$ cat src/pkg/epiu_pkg.sv
package epiu_pkg;

    // Register offsets in the I/O space.
    localparam logic [5:0] EPIU_OFS_PCM_HIGH = 6'h22;
    localparam logic [5:0] EPIU_OFS_PCM_LOW  = 6'h23;
    localparam logic [5:0] EPIU_OFS_CTRL     = 6'h35;
    localparam logic [5:0] EPIU_OFS_MASK     = 6'h3B;
    localparam logic [5:0] EPIU_OFS_FLAGS    = 6'h3A;

    // Reset values.
    localparam logic [7:0] EPIU_RST_PCM_HIGH = 8'hFF;
    localparam logic [7:0] EPIU_RST_PCM_LOW  = 8'hC8;
    localparam logic [7:0] EPIU_RST_CTRL     = 8'h00;
    localparam logic [7:0] EPIU_RST_MASK     = 8'h00;

    // Field positions.
    localparam int EPIU_BIT_PIN_ONE   = 7;
    localparam int EPIU_BIT_PIN_ZERO  = 6;
    localparam int EPIU_BIT_GROUP_A   = 5;
    localparam int EPIU_BIT_GROUP_B   = 4;
    localparam int EPIU_BIT_CHANGE    = 5;

    // Writable bits of the control and mask registers.
    localparam logic [7:0] EPIU_CTRL_WMASK = 8'h7B;
    localparam logic [7:0] EPIU_MASK_WMASK = 8'hF0;

    // Sense modes.
    typedef enum logic [1:0] {
        EPIU_SENSE_LOW  = 2'h0,
        EPIU_SENSE_ANY  = 2'h1,
        EPIU_SENSE_FALL = 2'h2,
        EPIU_SENSE_RISE = 2'h3
    } epiu_sense_t;

endpackage

$ cat src/rtl/epiu_top.sv
`timescale 1ns/10ps
// Functional notes
// - Two-bit field selects low, change, fall, rise
// - Pins synchronised before edge detection
// - Mask bit 7 gates pin one requests
// - Mask bit 6 gates pin zero requests
// - Pins request even when driven as outputs
// - Mask bit 5 gates change inputs 7..0,15..12
// - Mask bit 4 gates change inputs 11..8
// - Both change groups share one request
// - Flag bit 7 sets on pin one event
// - Flag bit 6 sets on pin zero event
// - Flags clear on acknowledge or write one
// - Level mode flag reads as cleared
// - Flag bit 5 sets on enabled change
// - Reserved mask and flag bits read zero
// - Low change mask enables inputs 7:0
// - High mask qualified by group bits
// - Enabled change events feed a registered (clocked) wake
// - Level on pin zero wakes via clocked register if mask bit 6 set
// - Level mode requests while pin stays low
module epiu_top (
    input  wire logic        clk_i,
    input  wire logic        rst_n_i,
    input  wire logic        ext_pin_zero_i,
    input  wire logic        ext_pin_one_i,
    input  wire logic [15:0] change_inputs_i,
    input  wire logic        global_enable_i,
    input  wire logic [5:0]  io_addr_i,
    input  wire logic        io_wr_i,
    input  wire logic        io_rd_i,
    input  wire logic [7:0]  io_wdata_i,
    input  wire logic        ack_pin_zero_i,
    input  wire logic        ack_pin_one_i,
    input  wire logic        ack_change_i,
    output logic      [7:0]  io_rdata_o,
    output logic             req_pin_zero_o,
    output logic             req_pin_one_o,
    output logic             req_change_o,
    output logic             wake_o
);
    import epiu_pkg::*;

    logic [7:0]  pcm_high_reg;
    logic [7:0]  pcm_low_reg;
    logic [7:0]  ctrl_reg;
    logic [7:0]  mask_reg;
    logic [7:0]  flags_reg;
    logic [7:0]  flags_next;
    logic [17:0] sync1_reg;
    logic [17:0] sync2_reg;
    logic [17:0] prev_reg;
    logic [15:0] chg_en;
    logic        ev_zero;
    logic        ev_one;
    logic        ev_chg;
    logic        low_mode;
    logic        lvl_zero;
    logic        lvl_one;
    logic [7:0]  flags_view;
    logic [7:0]  rdata_next;
    logic        wr_flags;
    epiu_sense_t sense;

    // Returns whether the sampled pin shows the selected edge; level mode returns zero.
    function automatic logic sense_hit(input epiu_sense_t mode,
                                       input logic now,
                                       input logic was);
        logic hit;
        hit = 1'b0;
        case (mode)
            EPIU_SENSE_LOW:  hit = 1'b0;
            EPIU_SENSE_ANY:  hit = now ^ was;
            EPIU_SENSE_FALL: hit = was & ~now;
            EPIU_SENSE_RISE: hit = now & ~was;
            default:         hit = 1'b0;
        endcase
        return hit;
    endfunction

    // Two-stage synchroniser for all pins, read pin values regardless of
    // direction so software can drive them to raise requests.
    always_ff @(posedge clk_i or negedge rst_n_i) begin
        if (!rst_n_i) begin
            sync1_reg <= 18'h3FFFF;
            sync2_reg <= 18'h3FFFF;
            prev_reg  <= 18'h3FFFF;
        end else begin
            sync1_reg <= {ext_pin_one_i, ext_pin_zero_i, change_inputs_i};
            sync2_reg <= sync1_reg;
            prev_reg  <= sync2_reg;
        end
    end

    // Per-input change enables from the masks and group bits.
    always_comb begin
        chg_en[7:0]   = pcm_low_reg & {8{mask_reg[EPIU_BIT_GROUP_A]}};
        chg_en[11:8]  = pcm_high_reg[3:0]
                      & {4{mask_reg[EPIU_BIT_GROUP_B]}};
        chg_en[15:12] = pcm_high_reg[7:4]
                      & {4{mask_reg[EPIU_BIT_GROUP_A]}};
    end

    // Event detection on the sampled pins.
    assign sense    = epiu_sense_t'(ctrl_reg[1:0]);
    assign low_mode = (sense == EPIU_SENSE_LOW);
    assign ev_zero  = sense_hit(sense, sync2_reg[16], prev_reg[16]);
    assign ev_one   = sense_hit(sense, sync2_reg[17], prev_reg[17]);
    assign ev_chg   = |((sync2_reg[15:0] ^ prev_reg[15:0]) & chg_en);
    assign lvl_zero = low_mode & ~sync2_reg[16];
    assign lvl_one  = low_mode & ~sync2_reg[17];
    assign wr_flags = io_wr_i && (io_addr_i == EPIU_OFS_FLAGS);

    // Pending flags: a new event wins over a clear in the same cycle.
    always_comb begin
        flags_next = flags_reg;
        if (wr_flags) begin
            flags_next = flags_next & ~io_wdata_i;
        end
        if (ack_pin_one_i) begin
            flags_next[EPIU_BIT_PIN_ONE] = 1'b0;
        end
        if (ack_pin_zero_i) begin
            flags_next[EPIU_BIT_PIN_ZERO] = 1'b0;
        end
        if (ack_change_i) begin
            flags_next[EPIU_BIT_CHANGE] = 1'b0;
        end
        if (ev_one) begin
            flags_next[EPIU_BIT_PIN_ONE] = 1'b1;
        end
        if (ev_zero) begin
            flags_next[EPIU_BIT_PIN_ZERO] = 1'b1;
        end
        if (ev_chg) begin
            flags_next[EPIU_BIT_CHANGE] = 1'b1;
        end
        if (low_mode) begin
            flags_next[EPIU_BIT_PIN_ONE]  = 1'b0;
            flags_next[EPIU_BIT_PIN_ZERO] = 1'b0;
        end
        flags_next[4:0] = 5'h00;
    end

    // Flag storage.
    always_ff @(posedge clk_i or negedge rst_n_i) begin
        if (!rst_n_i) begin
            flags_reg <= 8'h00;
        end else begin
            flags_reg <= flags_next;
        end
    end

    // Software-written configuration registers.
    always_ff @(posedge clk_i or negedge rst_n_i) begin
        if (!rst_n_i) begin
            pcm_high_reg <= EPIU_RST_PCM_HIGH;
            pcm_low_reg  <= EPIU_RST_PCM_LOW;
            ctrl_reg     <= EPIU_RST_CTRL;
            mask_reg     <= EPIU_RST_MASK;
        end else if (io_wr_i) begin
            case (io_addr_i)
                EPIU_OFS_PCM_HIGH: pcm_high_reg <= io_wdata_i;
                EPIU_OFS_PCM_LOW:  pcm_low_reg  <= io_wdata_i;
                EPIU_OFS_CTRL:     ctrl_reg <= io_wdata_i & EPIU_CTRL_WMASK;
                EPIU_OFS_MASK:     mask_reg <= io_wdata_i & EPIU_MASK_WMASK;
                default:           ;
            endcase
        end
    end

    // Read multiplexer; unmapped addresses read zero.
    assign flags_view = flags_reg;
    always_comb begin
        rdata_next = 8'h00;
        if (io_rd_i) begin
            case (io_addr_i)
                EPIU_OFS_PCM_HIGH: rdata_next = pcm_high_reg;
                EPIU_OFS_PCM_LOW:  rdata_next = pcm_low_reg;
                EPIU_OFS_CTRL:     rdata_next = ctrl_reg;
                EPIU_OFS_MASK:     rdata_next = mask_reg;
                EPIU_OFS_FLAGS:    rdata_next = flags_view;
                default:           rdata_next = 8'h00;
            endcase
        end
    end

    // Registered outputs: gated requests as levels to the core.
    always_ff @(posedge clk_i or negedge rst_n_i) begin
        if (!rst_n_i) begin
            io_rdata_o     <= 8'h00;
            req_pin_zero_o <= 1'b0;
            req_pin_one_o  <= 1'b0;
            req_change_o   <= 1'b0;
            wake_o         <= 1'b0;
        end else begin
            io_rdata_o     <= rdata_next;
            req_pin_one_o  <= global_enable_i & mask_reg[EPIU_BIT_PIN_ONE]
                            & (flags_next[EPIU_BIT_PIN_ONE] | lvl_one);
            req_pin_zero_o <= global_enable_i & mask_reg[EPIU_BIT_PIN_ZERO]
                            & (flags_next[EPIU_BIT_PIN_ZERO] | lvl_zero);
            req_change_o   <= global_enable_i
                            & (mask_reg[EPIU_BIT_GROUP_A]
                            | mask_reg[EPIU_BIT_GROUP_B])
                            & flags_next[EPIU_BIT_CHANGE];
            wake_o         <= ev_chg | (mask_reg[EPIU_BIT_PIN_ZERO]
                            & lvl_zero);
        end
    end

    // Checks.
    a_flag_set_edge: assert property (@(posedge clk_i) disable iff (!rst_n_i)
        (ev_one && !low_mode) |=> flags_reg[7])
        else $error("pin one flag not set");
    a_flag_set_zero: assert property (@(posedge clk_i) disable iff (!rst_n_i)
        (ev_zero && !low_mode) |=> flags_reg[6])
        else $error("pin zero flag not set");
    a_change_set: assert property (@(posedge clk_i) disable iff (!rst_n_i)
        ev_chg |=> flags_reg[5])
        else $error("change flag not set");
    a_low_mode_clear: assert property (@(posedge clk_i) disable iff (!rst_n_i)
        $past(low_mode) |-> flags_reg[7:6] == 2'h0)
        else $error("flag set in level mode");
    a_reserved_zero: assert property (@(posedge clk_i) disable iff (!rst_n_i)
        flags_reg[4:0] == 5'h00 && mask_reg[3:0] == 4'h0)
        else $error("reserved bit set");
    a_write_one_clr: assert property (@(posedge clk_i) disable iff (!rst_n_i)
        (wr_flags && io_wdata_i[5] && !ev_chg) |=> !flags_reg[5])
        else $error("write one did not clear");
    a_pin_one_gate: assert property (@(posedge clk_i) disable iff (!rst_n_i)
        req_pin_one_o |-> $past(global_enable_i && mask_reg[7]))
        else $error("pin one request ungated");
    a_pin_zero_gate: assert property (@(posedge clk_i) disable iff (!rst_n_i)
        req_pin_zero_o |-> $past(global_enable_i && mask_reg[6]))
        else $error("pin zero request ungated");
    a_level_request: assert property (@(posedge clk_i) disable iff (!rst_n_i)
        (lvl_zero && global_enable_i && mask_reg[6]) |=> req_pin_zero_o)
        else $error("level request missing");
    a_group_b_mask: assert property (@(posedge clk_i) disable iff (!rst_n_i)
        !mask_reg[4] |-> chg_en[11:8] == 4'h0)
        else $error("group b not gated");

    // Gating by the global enable and the per-source enables.
    a_change_gate: assert property (@(posedge clk_i) disable iff (!rst_n_i)
        req_change_o |-> $past(global_enable_i))
        else $error("change request ungated");
    a_one_global_off: assert property (@(posedge clk_i) disable iff (!rst_n_i)
        !global_enable_i |=> !req_pin_one_o)
        else $error("pin one request without global enable");
    a_zero_global_off: assert property (@(posedge clk_i) disable iff (!rst_n_i)
        !global_enable_i |=> !req_pin_zero_o)
        else $error("pin zero request without global enable");
    a_chg_global_off: assert property (@(posedge clk_i) disable iff (!rst_n_i)
        !global_enable_i |=> !req_change_o)
        else $error("change request without global enable");
    a_one_mask_off: assert property (@(posedge clk_i) disable iff (!rst_n_i)
        !mask_reg[7] |=> !req_pin_one_o)
        else $error("pin one request while masked");
    a_zero_mask_off: assert property (@(posedge clk_i) disable iff (!rst_n_i)
        !mask_reg[6] |=> !req_pin_zero_o)
        else $error("pin zero request while masked");
    a_chg_group_off: assert property (@(posedge clk_i) disable iff (!rst_n_i)
        !(mask_reg[5] || mask_reg[4]) |=> !req_change_o)
        else $error("change request with both groups off");

    // Sense decoding on the sampled pins.
    a_sense_fall: assert property (@(posedge clk_i) disable iff (!rst_n_i)
        (sense == EPIU_SENSE_FALL && prev_reg[16] && !sync2_reg[16])
        |=> flags_reg[6])
        else $error("falling edge missed");
    a_sense_rise: assert property (@(posedge clk_i) disable iff (!rst_n_i)
        (sense == EPIU_SENSE_RISE && !prev_reg[17] && sync2_reg[17])
        |=> flags_reg[7])
        else $error("rising edge missed");
    a_sense_any: assert property (@(posedge clk_i) disable iff (!rst_n_i)
        (sense == EPIU_SENSE_ANY && sync2_reg[16] != prev_reg[16])
        |=> flags_reg[6])
        else $error("pin change missed");
    a_rise_no_fall: assert property (@(posedge clk_i) disable iff (!rst_n_i)
        (sense == EPIU_SENSE_RISE && !flags_reg[6]
        && !(sync2_reg[16] && !prev_reg[16])) |=> !flags_reg[6])
        else $error("flag set without a rising edge");

    // Clearing by acknowledge and by software writes; a new event wins.
    a_ack_one_clr: assert property (@(posedge clk_i) disable iff (!rst_n_i)
        (ack_pin_one_i && !ev_one) |=> !flags_reg[7])
        else $error("acknowledge left pin one flag set");
    a_ack_zero_clr: assert property (@(posedge clk_i) disable iff (!rst_n_i)
        (ack_pin_zero_i && !ev_zero) |=> !flags_reg[6])
        else $error("acknowledge left pin zero flag set");
    a_ack_chg_clr: assert property (@(posedge clk_i) disable iff (!rst_n_i)
        (ack_change_i && !ev_chg) |=> !flags_reg[5])
        else $error("acknowledge left change flag set");
    a_write_one_pin: assert property (@(posedge clk_i) disable iff (!rst_n_i)
        (wr_flags && io_wdata_i[7] && !ev_one) |=> !flags_reg[7])
        else $error("write one left pin one flag set");
    a_keep_pin_one: assert property (@(posedge clk_i) disable iff (!rst_n_i)
        (flags_reg[7] && !low_mode && !ack_pin_one_i
        && !(wr_flags && io_wdata_i[7])) |=> flags_reg[7])
        else $error("pin one flag lost");
    a_keep_change: assert property (@(posedge clk_i) disable iff (!rst_n_i)
        (flags_reg[5] && !ack_change_i
        && !(wr_flags && io_wdata_i[5])) |=> flags_reg[5])
        else $error("change flag lost");

    // Requests stand while their flags stay pending and enabled.
    a_req_one_stands: assert property (@(posedge clk_i) disable iff (!rst_n_i)
        (flags_reg[7] && mask_reg[7] && global_enable_i && !low_mode
        && !ack_pin_one_i && !wr_flags) |=> req_pin_one_o)
        else $error("pin one request dropped");
    a_req_zero_stands: assert property (@(posedge clk_i) disable iff (!rst_n_i)
        (flags_reg[6] && mask_reg[6] && global_enable_i && !low_mode
        && !ack_pin_zero_i && !wr_flags) |=> req_pin_zero_o)
        else $error("pin zero request dropped");
    a_req_chg_stands: assert property (@(posedge clk_i) disable iff (!rst_n_i)
        (flags_reg[5] && (mask_reg[5] || mask_reg[4]) && global_enable_i
        && !ack_change_i && !wr_flags) |=> req_change_o)
        else $error("change request dropped");

    // Level sensing and wake-up.
    a_level_one_req: assert property (@(posedge clk_i) disable iff (!rst_n_i)
        (lvl_one && global_enable_i && mask_reg[7]) |=> req_pin_one_o)
        else $error("pin one level request missing");
    a_level_gone: assert property (@(posedge clk_i) disable iff (!rst_n_i)
        (low_mode && sync2_reg[16]) |=> !req_pin_zero_o)
        else $error("level request while pin high");
    a_wake_level: assert property (@(posedge clk_i) disable iff (!rst_n_i)
        (lvl_zero && mask_reg[6]) |=> wake_o)
        else $error("level wake missing");
    a_wake_change: assert property (@(posedge clk_i) disable iff (!rst_n_i)
        ev_chg |=> wake_o)
        else $error("change wake missing");
    a_wake_cause: assert property (@(posedge clk_i) disable iff (!rst_n_i)
        wake_o |-> $past(ev_chg || (lvl_zero && mask_reg[6])))
        else $error("wake without a cause");

    // Change enables and reserved read bits.
    a_group_a_mask: assert property (@(posedge clk_i) disable iff (!rst_n_i)
        !mask_reg[5] |-> (chg_en[7:0] == 8'h00
        && chg_en[15:12] == 4'h0))
        else $error("group a not gated");
    a_low_mask_map: assert property (@(posedge clk_i) disable iff (!rst_n_i)
        mask_reg[5] |-> chg_en[7:0] == pcm_low_reg)
        else $error("low change mask not applied");
    a_high_mask_map: assert property (@(posedge clk_i) disable iff (!rst_n_i)
        (mask_reg[5] && mask_reg[4]) |-> chg_en[15:8] == pcm_high_reg)
        else $error("high change mask not applied");
    a_masked_no_flag: assert property (@(posedge clk_i) disable iff (!rst_n_i)
        ((((sync2_reg[15:0] ^ prev_reg[15:0]) & chg_en) == 16'h0000)
        && !flags_reg[5]) |=> !flags_reg[5])
        else $error("change flag from a disabled input");
    a_flag_read_res: assert property (@(posedge clk_i) disable iff (!rst_n_i)
        ($past(io_rd_i) && $past(io_addr_i) == EPIU_OFS_FLAGS)
        |-> io_rdata_o[4:0] == 5'h00)
        else $error("reserved flag bits read set");
    a_mask_read_res: assert property (@(posedge clk_i) disable iff (!rst_n_i)
        ($past(io_rd_i) && $past(io_addr_i) == EPIU_OFS_MASK)
        |-> io_rdata_o[3:0] == 4'h0)
        else $error("reserved mask bits read set");

    // Two-stage sampling of the dedicated pins.
    a_two_stage: assert property (@(posedge clk_i) disable iff (!rst_n_i)
        sync2_reg[17:16] == $past({ext_pin_one_i, ext_pin_zero_i}, 2))
        else $error("pin sampling delay wrong");

endmodule

$ cat config.mk
export PLATFORM = sky130hd
export DESIGN_NAME = epiu_top
export DESIGN_NICKNAME = d
export VERILOG_FILES = /design/src/pkg/epiu_pkg.sv /design/src/rtl/epiu_top.sv
export SDC_FILE = /design/constraint.sdc
export NUM_CORES = 1
export LEC_CHECK = 0
export BUFFER_PORTS_ARGS = -buffer_cell sky130_fd_sc_hd__buf_2
export CORE_ASPECT_RATIO = 1.5
export CORE_UTILIZATION = 25
export DETAILED_ROUTE_END_ITERATION = 6
export SETUP_SLACK_MARGIN = 0.5
export SYNTH_ARGS = -nofsm -noshare
export SYNTH_HDL_FRONTEND = slang
export SYNTH_SLANG_ARGS = --single-unit
$ cat constraint.sdc
create_clock -name clk_i -period 3.45 [get_ports clk_i]
set_clock_uncertainty 0.15 [all_clocks]
set_input_delay 0.345 -clock clk_i [delete_from_list [all_inputs] [get_ports clk_i]]
set_output_delay 0.345 -clock clk_i [all_outputs]
set_load 0.01 [all_outputs]
# Yosys cells after proc, flatten, opt, wreduce, memory -nomap -nowiden
# Cells that the tools add are included.
dict set report op_classes {
  n_reduce_logical 7
  muxes 12
  n_bitwise 30
  n_eq_ne 8
}
# operator count
set op_table {}
lappend op_table {{one-hot mux 8 bit (5 select lines)} 1}
lappend op_table {{equality test 6 bit, second input constant} 5}
lappend op_table {{AND 16 bit} 1}
lappend op_table {{AND 8 bit} 2}
lappend op_table {{2-to-1 mux 8 bit} 2}
lappend op_table {{OR reduction 16 bit} 1}
lappend op_table {{bitwise XOR 16 bit} 1}
lappend op_table {{AND 1 bit} 13}
lappend op_table {{AND 4 bit} 2}
lappend op_table {{NOT 8 bit} 1}
lappend op_table {{one-hot mux 1 bit (4 select lines)} 2}
lappend op_table {{AND reduction 2 bit} 4}
lappend op_table {{2-to-1 mux 1 bit} 6}
lappend op_table {{equality test 2 bit, second input constant} 2}
lappend op_table {{NOT 1 bit} 4}
lappend op_table {{bitwise OR 1 bit} 4}
lappend op_table {{equality test 2 x 1 -> 1 bit, second input constant} 1}
lappend op_table {{zero test 2 bit} 1}
lappend op_table {{2-to-1 mux 2 bit} 1}
lappend op_table {{bitwise XOR 1 bit} 2}
lappend op_table {{logical AND 1 bit} 1}
dict set report totals {
  out_inout_bits 12
  in_bits 40
  register_bits 95
}

# Longest topological paths before layout
dict set report depth {
  depth_word 8
  mapped_depth 6
  ltp_nobuf 6
}

# Least setup slack after synthesis
# OpenSTA, ideal clock, no wires.
dict set report synth_path {
  path_kind {reg-to-reg}
  startpoint {register sync2_reg[14]}
  endpoint {register wake_o}
  arrival_ns 1.486
  required_ns 3.174
  stages_incl_launch_ff 6
  path_buffers 0
  path_slack_ns 1.688
  path_cell_list {dfstp_2 -> xor2_1 -> a22o_1 -> a221oi_1 -> nand4_1 -> a221o_1}
}
dict set report synth_via {
  elab_chain_len 4
}
# element line
set synth_rtl {}
lappend synth_rtl {{start, declared} epiu_top.sv:51} ;# logic [17:0] sync2_reg;
lappend synth_rtl {{start signal, assigned} epiu_top.sv:90} ;# sync2_reg <= sync1_reg;
lappend synth_rtl {{bitwise XOR 16 bit} epiu_top.sv:109} ;# assign ev_chg = |((sync2_reg[15:0] ^ prev_reg[15:0]) & chg_en);
lappend synth_rtl {{AND 16 bit} epiu_top.sv:109}
lappend synth_rtl {{OR reduction 16 bit} epiu_top.sv:109}
lappend synth_rtl {{bitwise OR 1 bit} epiu_top.sv:206} ;# wake_o <= ev_chg | (mask_reg[EPIU_BIT_PIN_ZERO]
lappend synth_rtl {{end signal, assigned} epiu_top.sv:206}
lappend synth_rtl {{end, declared} epiu_top.sv:40} ;# output logic wake_o
# Every way passes these cells.
# A chain may end at the register's enable or synchronous reset.

# Final worst setup path
# Same ends and word-level chain as after synthesis.

==> results.toml <==
[placed_design]
place_inst = 470
gp_congestion = 0.771
postPlaceCellArea_um2 = 4070
numPortBuffers = 51
dp_hpwl_mm = 5.18

[die]
boundaryPins = 52
die_height_um = 149
rows = 53
core_area_um2 = 14000
initial_utilization = 0.256
dieArea_um2 = 14800
die_w_um = 99.8

[layout]
antenna_cells = 0
final_area_um2 = 4520
fin_cells = 504
drive_gt1_frac = 0.529
fin_util = 0.323
syn2layout_area_growth_pct = 26.1
nets = 351

[setup_path]
start_kind = "flip-flop"
critPathCaptureType = "flip-flop"
required_ns = 3.52
r2r_end = "wake_o$_DFF_PN0_"
critical_path_arrival_ns = 1.99
worst-r2r-cell-count = 5
cp_max_fo = 3
startpoint = "sync2_reg[14]$_DFF_PN1_"
reg2reg_slack_ns = 1.53
r2r_start = "sync2_reg[14]$_DFF_PN1_"
path_class = "flip-flop to flip-flop"

[sta]
max_freq_ghz = 0.522
slew_violations = 0
whs_ns = -0.00489
final.min_clock_period_ns = 1.92
relSlewSlack = 0.387
fin_setup_tns_ns = 0
timing.final.crit_share = 0.555
worst_pin_slew_ns = 0.920
hold_viol = 5
finalSetupViolations = 0
rsz0062_at_grt = "no"

[route]
drc_errors = 0
dr_wl_met2_mm = 3.71
m1WireLength_mm = 2.76
via_count = 2074
wl_per_cell_um = 13.8
wirelength_mm = 6.94
firstDrtPassIters = 6
dr.max_layer_used = "met4"
antenna_left = 0
drtIter0Drc = 108
vias_per_cell = 4.12
met3_length_um = 305

[power_and_ir_drop]
switchingPower_mw = 0.577
p_leak_nw = 1.97
power_density_nw_per_um2 = 535
p_int_mw = 1.84
seq_power_share = 0.537
combPwrFrac = 0.091
power.share.clock = 0.372
p_sw_frac = 0.238
ir_drop_v = 0.000268

[clocking]
max-clock-path-buffers = 2
worstSkewPairLatency_ns = 0.33
cts_made_buffers = 9
root_buffer = "clkbuf_16"
clk_pin_slew_ns = 0.07
cts_post_setup_buffers_inserted = 0
cts_max_level = 3
clock_sinks = 95
cts_tree = "yes"

[yosys]
syn_area_per_cell_um2 = 15.6
syn_area_um2 = 3580
ys_seq_elements = 95
yosysSeqAreaShare = 0.686
yosys.cell_types.count = 40
syn_inst = 230
synthArstFlopShare = 1.00
synth_area_leader_cell = "dfstp_2"
syn-num-nets = 274
synth_top_area_frac = 0.477
synth.area.top_cells = "dfstp_2, dfrtp_1, mux2_2"
yosysWarnings = 0
synthTopCellsByCount = "dfstp_2, dfrtp_1, mux2_2"
yosys_most_used_dff = "dfstp_2"
synth_most_common_cell = "dfstp_2"
synth_edf_count = 0

[grt]
grt_pass1_wl_mm = 11.5
grt_pass1_vias = 2314
overflow = 0
grt_antenna_before_repair = 0
grt_max_degree = 79
track_usage = 0.102

[status]
status = "finished with violations"
violations = "negative hold slack"

[worst_hold_path]
hp-class = "primary input to asynchronous set/reset pin"

[flow_run]
max_cap_violations = 0
## critical path, cell delays in order (launching register included)
cell and delay [ns]:
dfstp_2 0.54, xor2_1 0.06, a22o_1 0.22, a221oi_1 0.23, nand4_1 0.22, a221o_1 0.39
## metrics by stage
stage          hold slack, ns  power [mW]  setup slack (ns)
2_1_floorplan          -0.101        1.42              1.69
3_3_place_gp            0.197        1.52              1.47
3_5_place_dp            0.197        1.53              1.40
4_1_cts                0.0356        2.46              1.52
5_1_grt                0.0837        2.54              1.42
6_report             -0.00489        2.42              1.53
## power by group through the flow
stage	combinational, mW	sequential, mW	clock (mW)
after global placement	0.202	1.32	0
after CTS	0.225	1.30	0.930
after floorplan	0.128	1.29	0
after global routing	0.248	1.31	0.978
after detailed placement	0.209	1.32	0
final	0.220	1.30	0.900
## cell type report
| class | instances | area [µm²] |
|---|---|---|
| flip-flops and latches | 95 | 2460 |
| clock inverters | 6 | 45.0 |
| inverters | 7 | 26.3 |
| multi-input cells | 123 | 1070 |
| repair buffers | 71 | 453 |
| fillers | 1379 | 9470 |
| well taps | 192 | 240 |
| clock buffers | 10 | 229 |
## cells by family (layout without fill, tap and decap cells)
kind of cell / count (synthesis) / after routing / synth area share
muxes: 26 / 26 / 0.0817
DFF: 95 / 95 / 0.686
and+or+nand+nor: 35 / 35 / 0.0635
AOI/OAI and AO/OA: 41 / 41 / 0.0971
buffers and inverters: 12 / 94 / 0.0161
xor gates and xnor gates: 17 / 17 / 0.0415
adders and majority gates: 4 / 4 / 0.0140
## cell usage in the layout, fill, tap and decap left out, drive strengths merged, types with 3 or more instances in the layout
cell type    netlist  layout
a21oi             10      10
xor2              16      16
nor2              11      11
a22oi              7       7
nand2              8       8
and3               3       3
mux2              26      26
a311oi             3       3
dlygate4sd3        0      18
clkbuf             2      10
dfstp             65      65
inv                7       8
clkinv             0       5
a211oi             4       4
nor2b              4       4
ha                 4       4
buf                3      53
dfrtp             30      30
a22o               3       3
a222oi             7       7
## repair_timing
action	4_1_cts	5_1_grt
endpoints found under the hold margin	18	0
hold buffers	18	0
gates resized for setup	0	0
## metal layers
layer / global-route usage / up-vias
met5: 0 / -
met4: 0.0493 / 0
met3: 0.0277 / 13
met2: 0.184 / 52
met1: 0.109 / 1030
li1: - / 979
## worst max path at each step
stage	slack, ns	end	cells after the start
finish	1.53	wake_o$_DFF_PN0_	5
global route	1.42	wake_o$_DFF_PN0_	5
CTS	1.52	wake_o$_DFF_PN0_	5
detailed placement	1.40	pcm_low_reg[0]$_DFFE_PN0P_	6
global placement	1.47	pcm_low_reg[5]$_DFFE_PN0P_	6
floorplan	1.69	wake_o$_DFF_PN0_	5
Power figures use the tool's default switching activity.
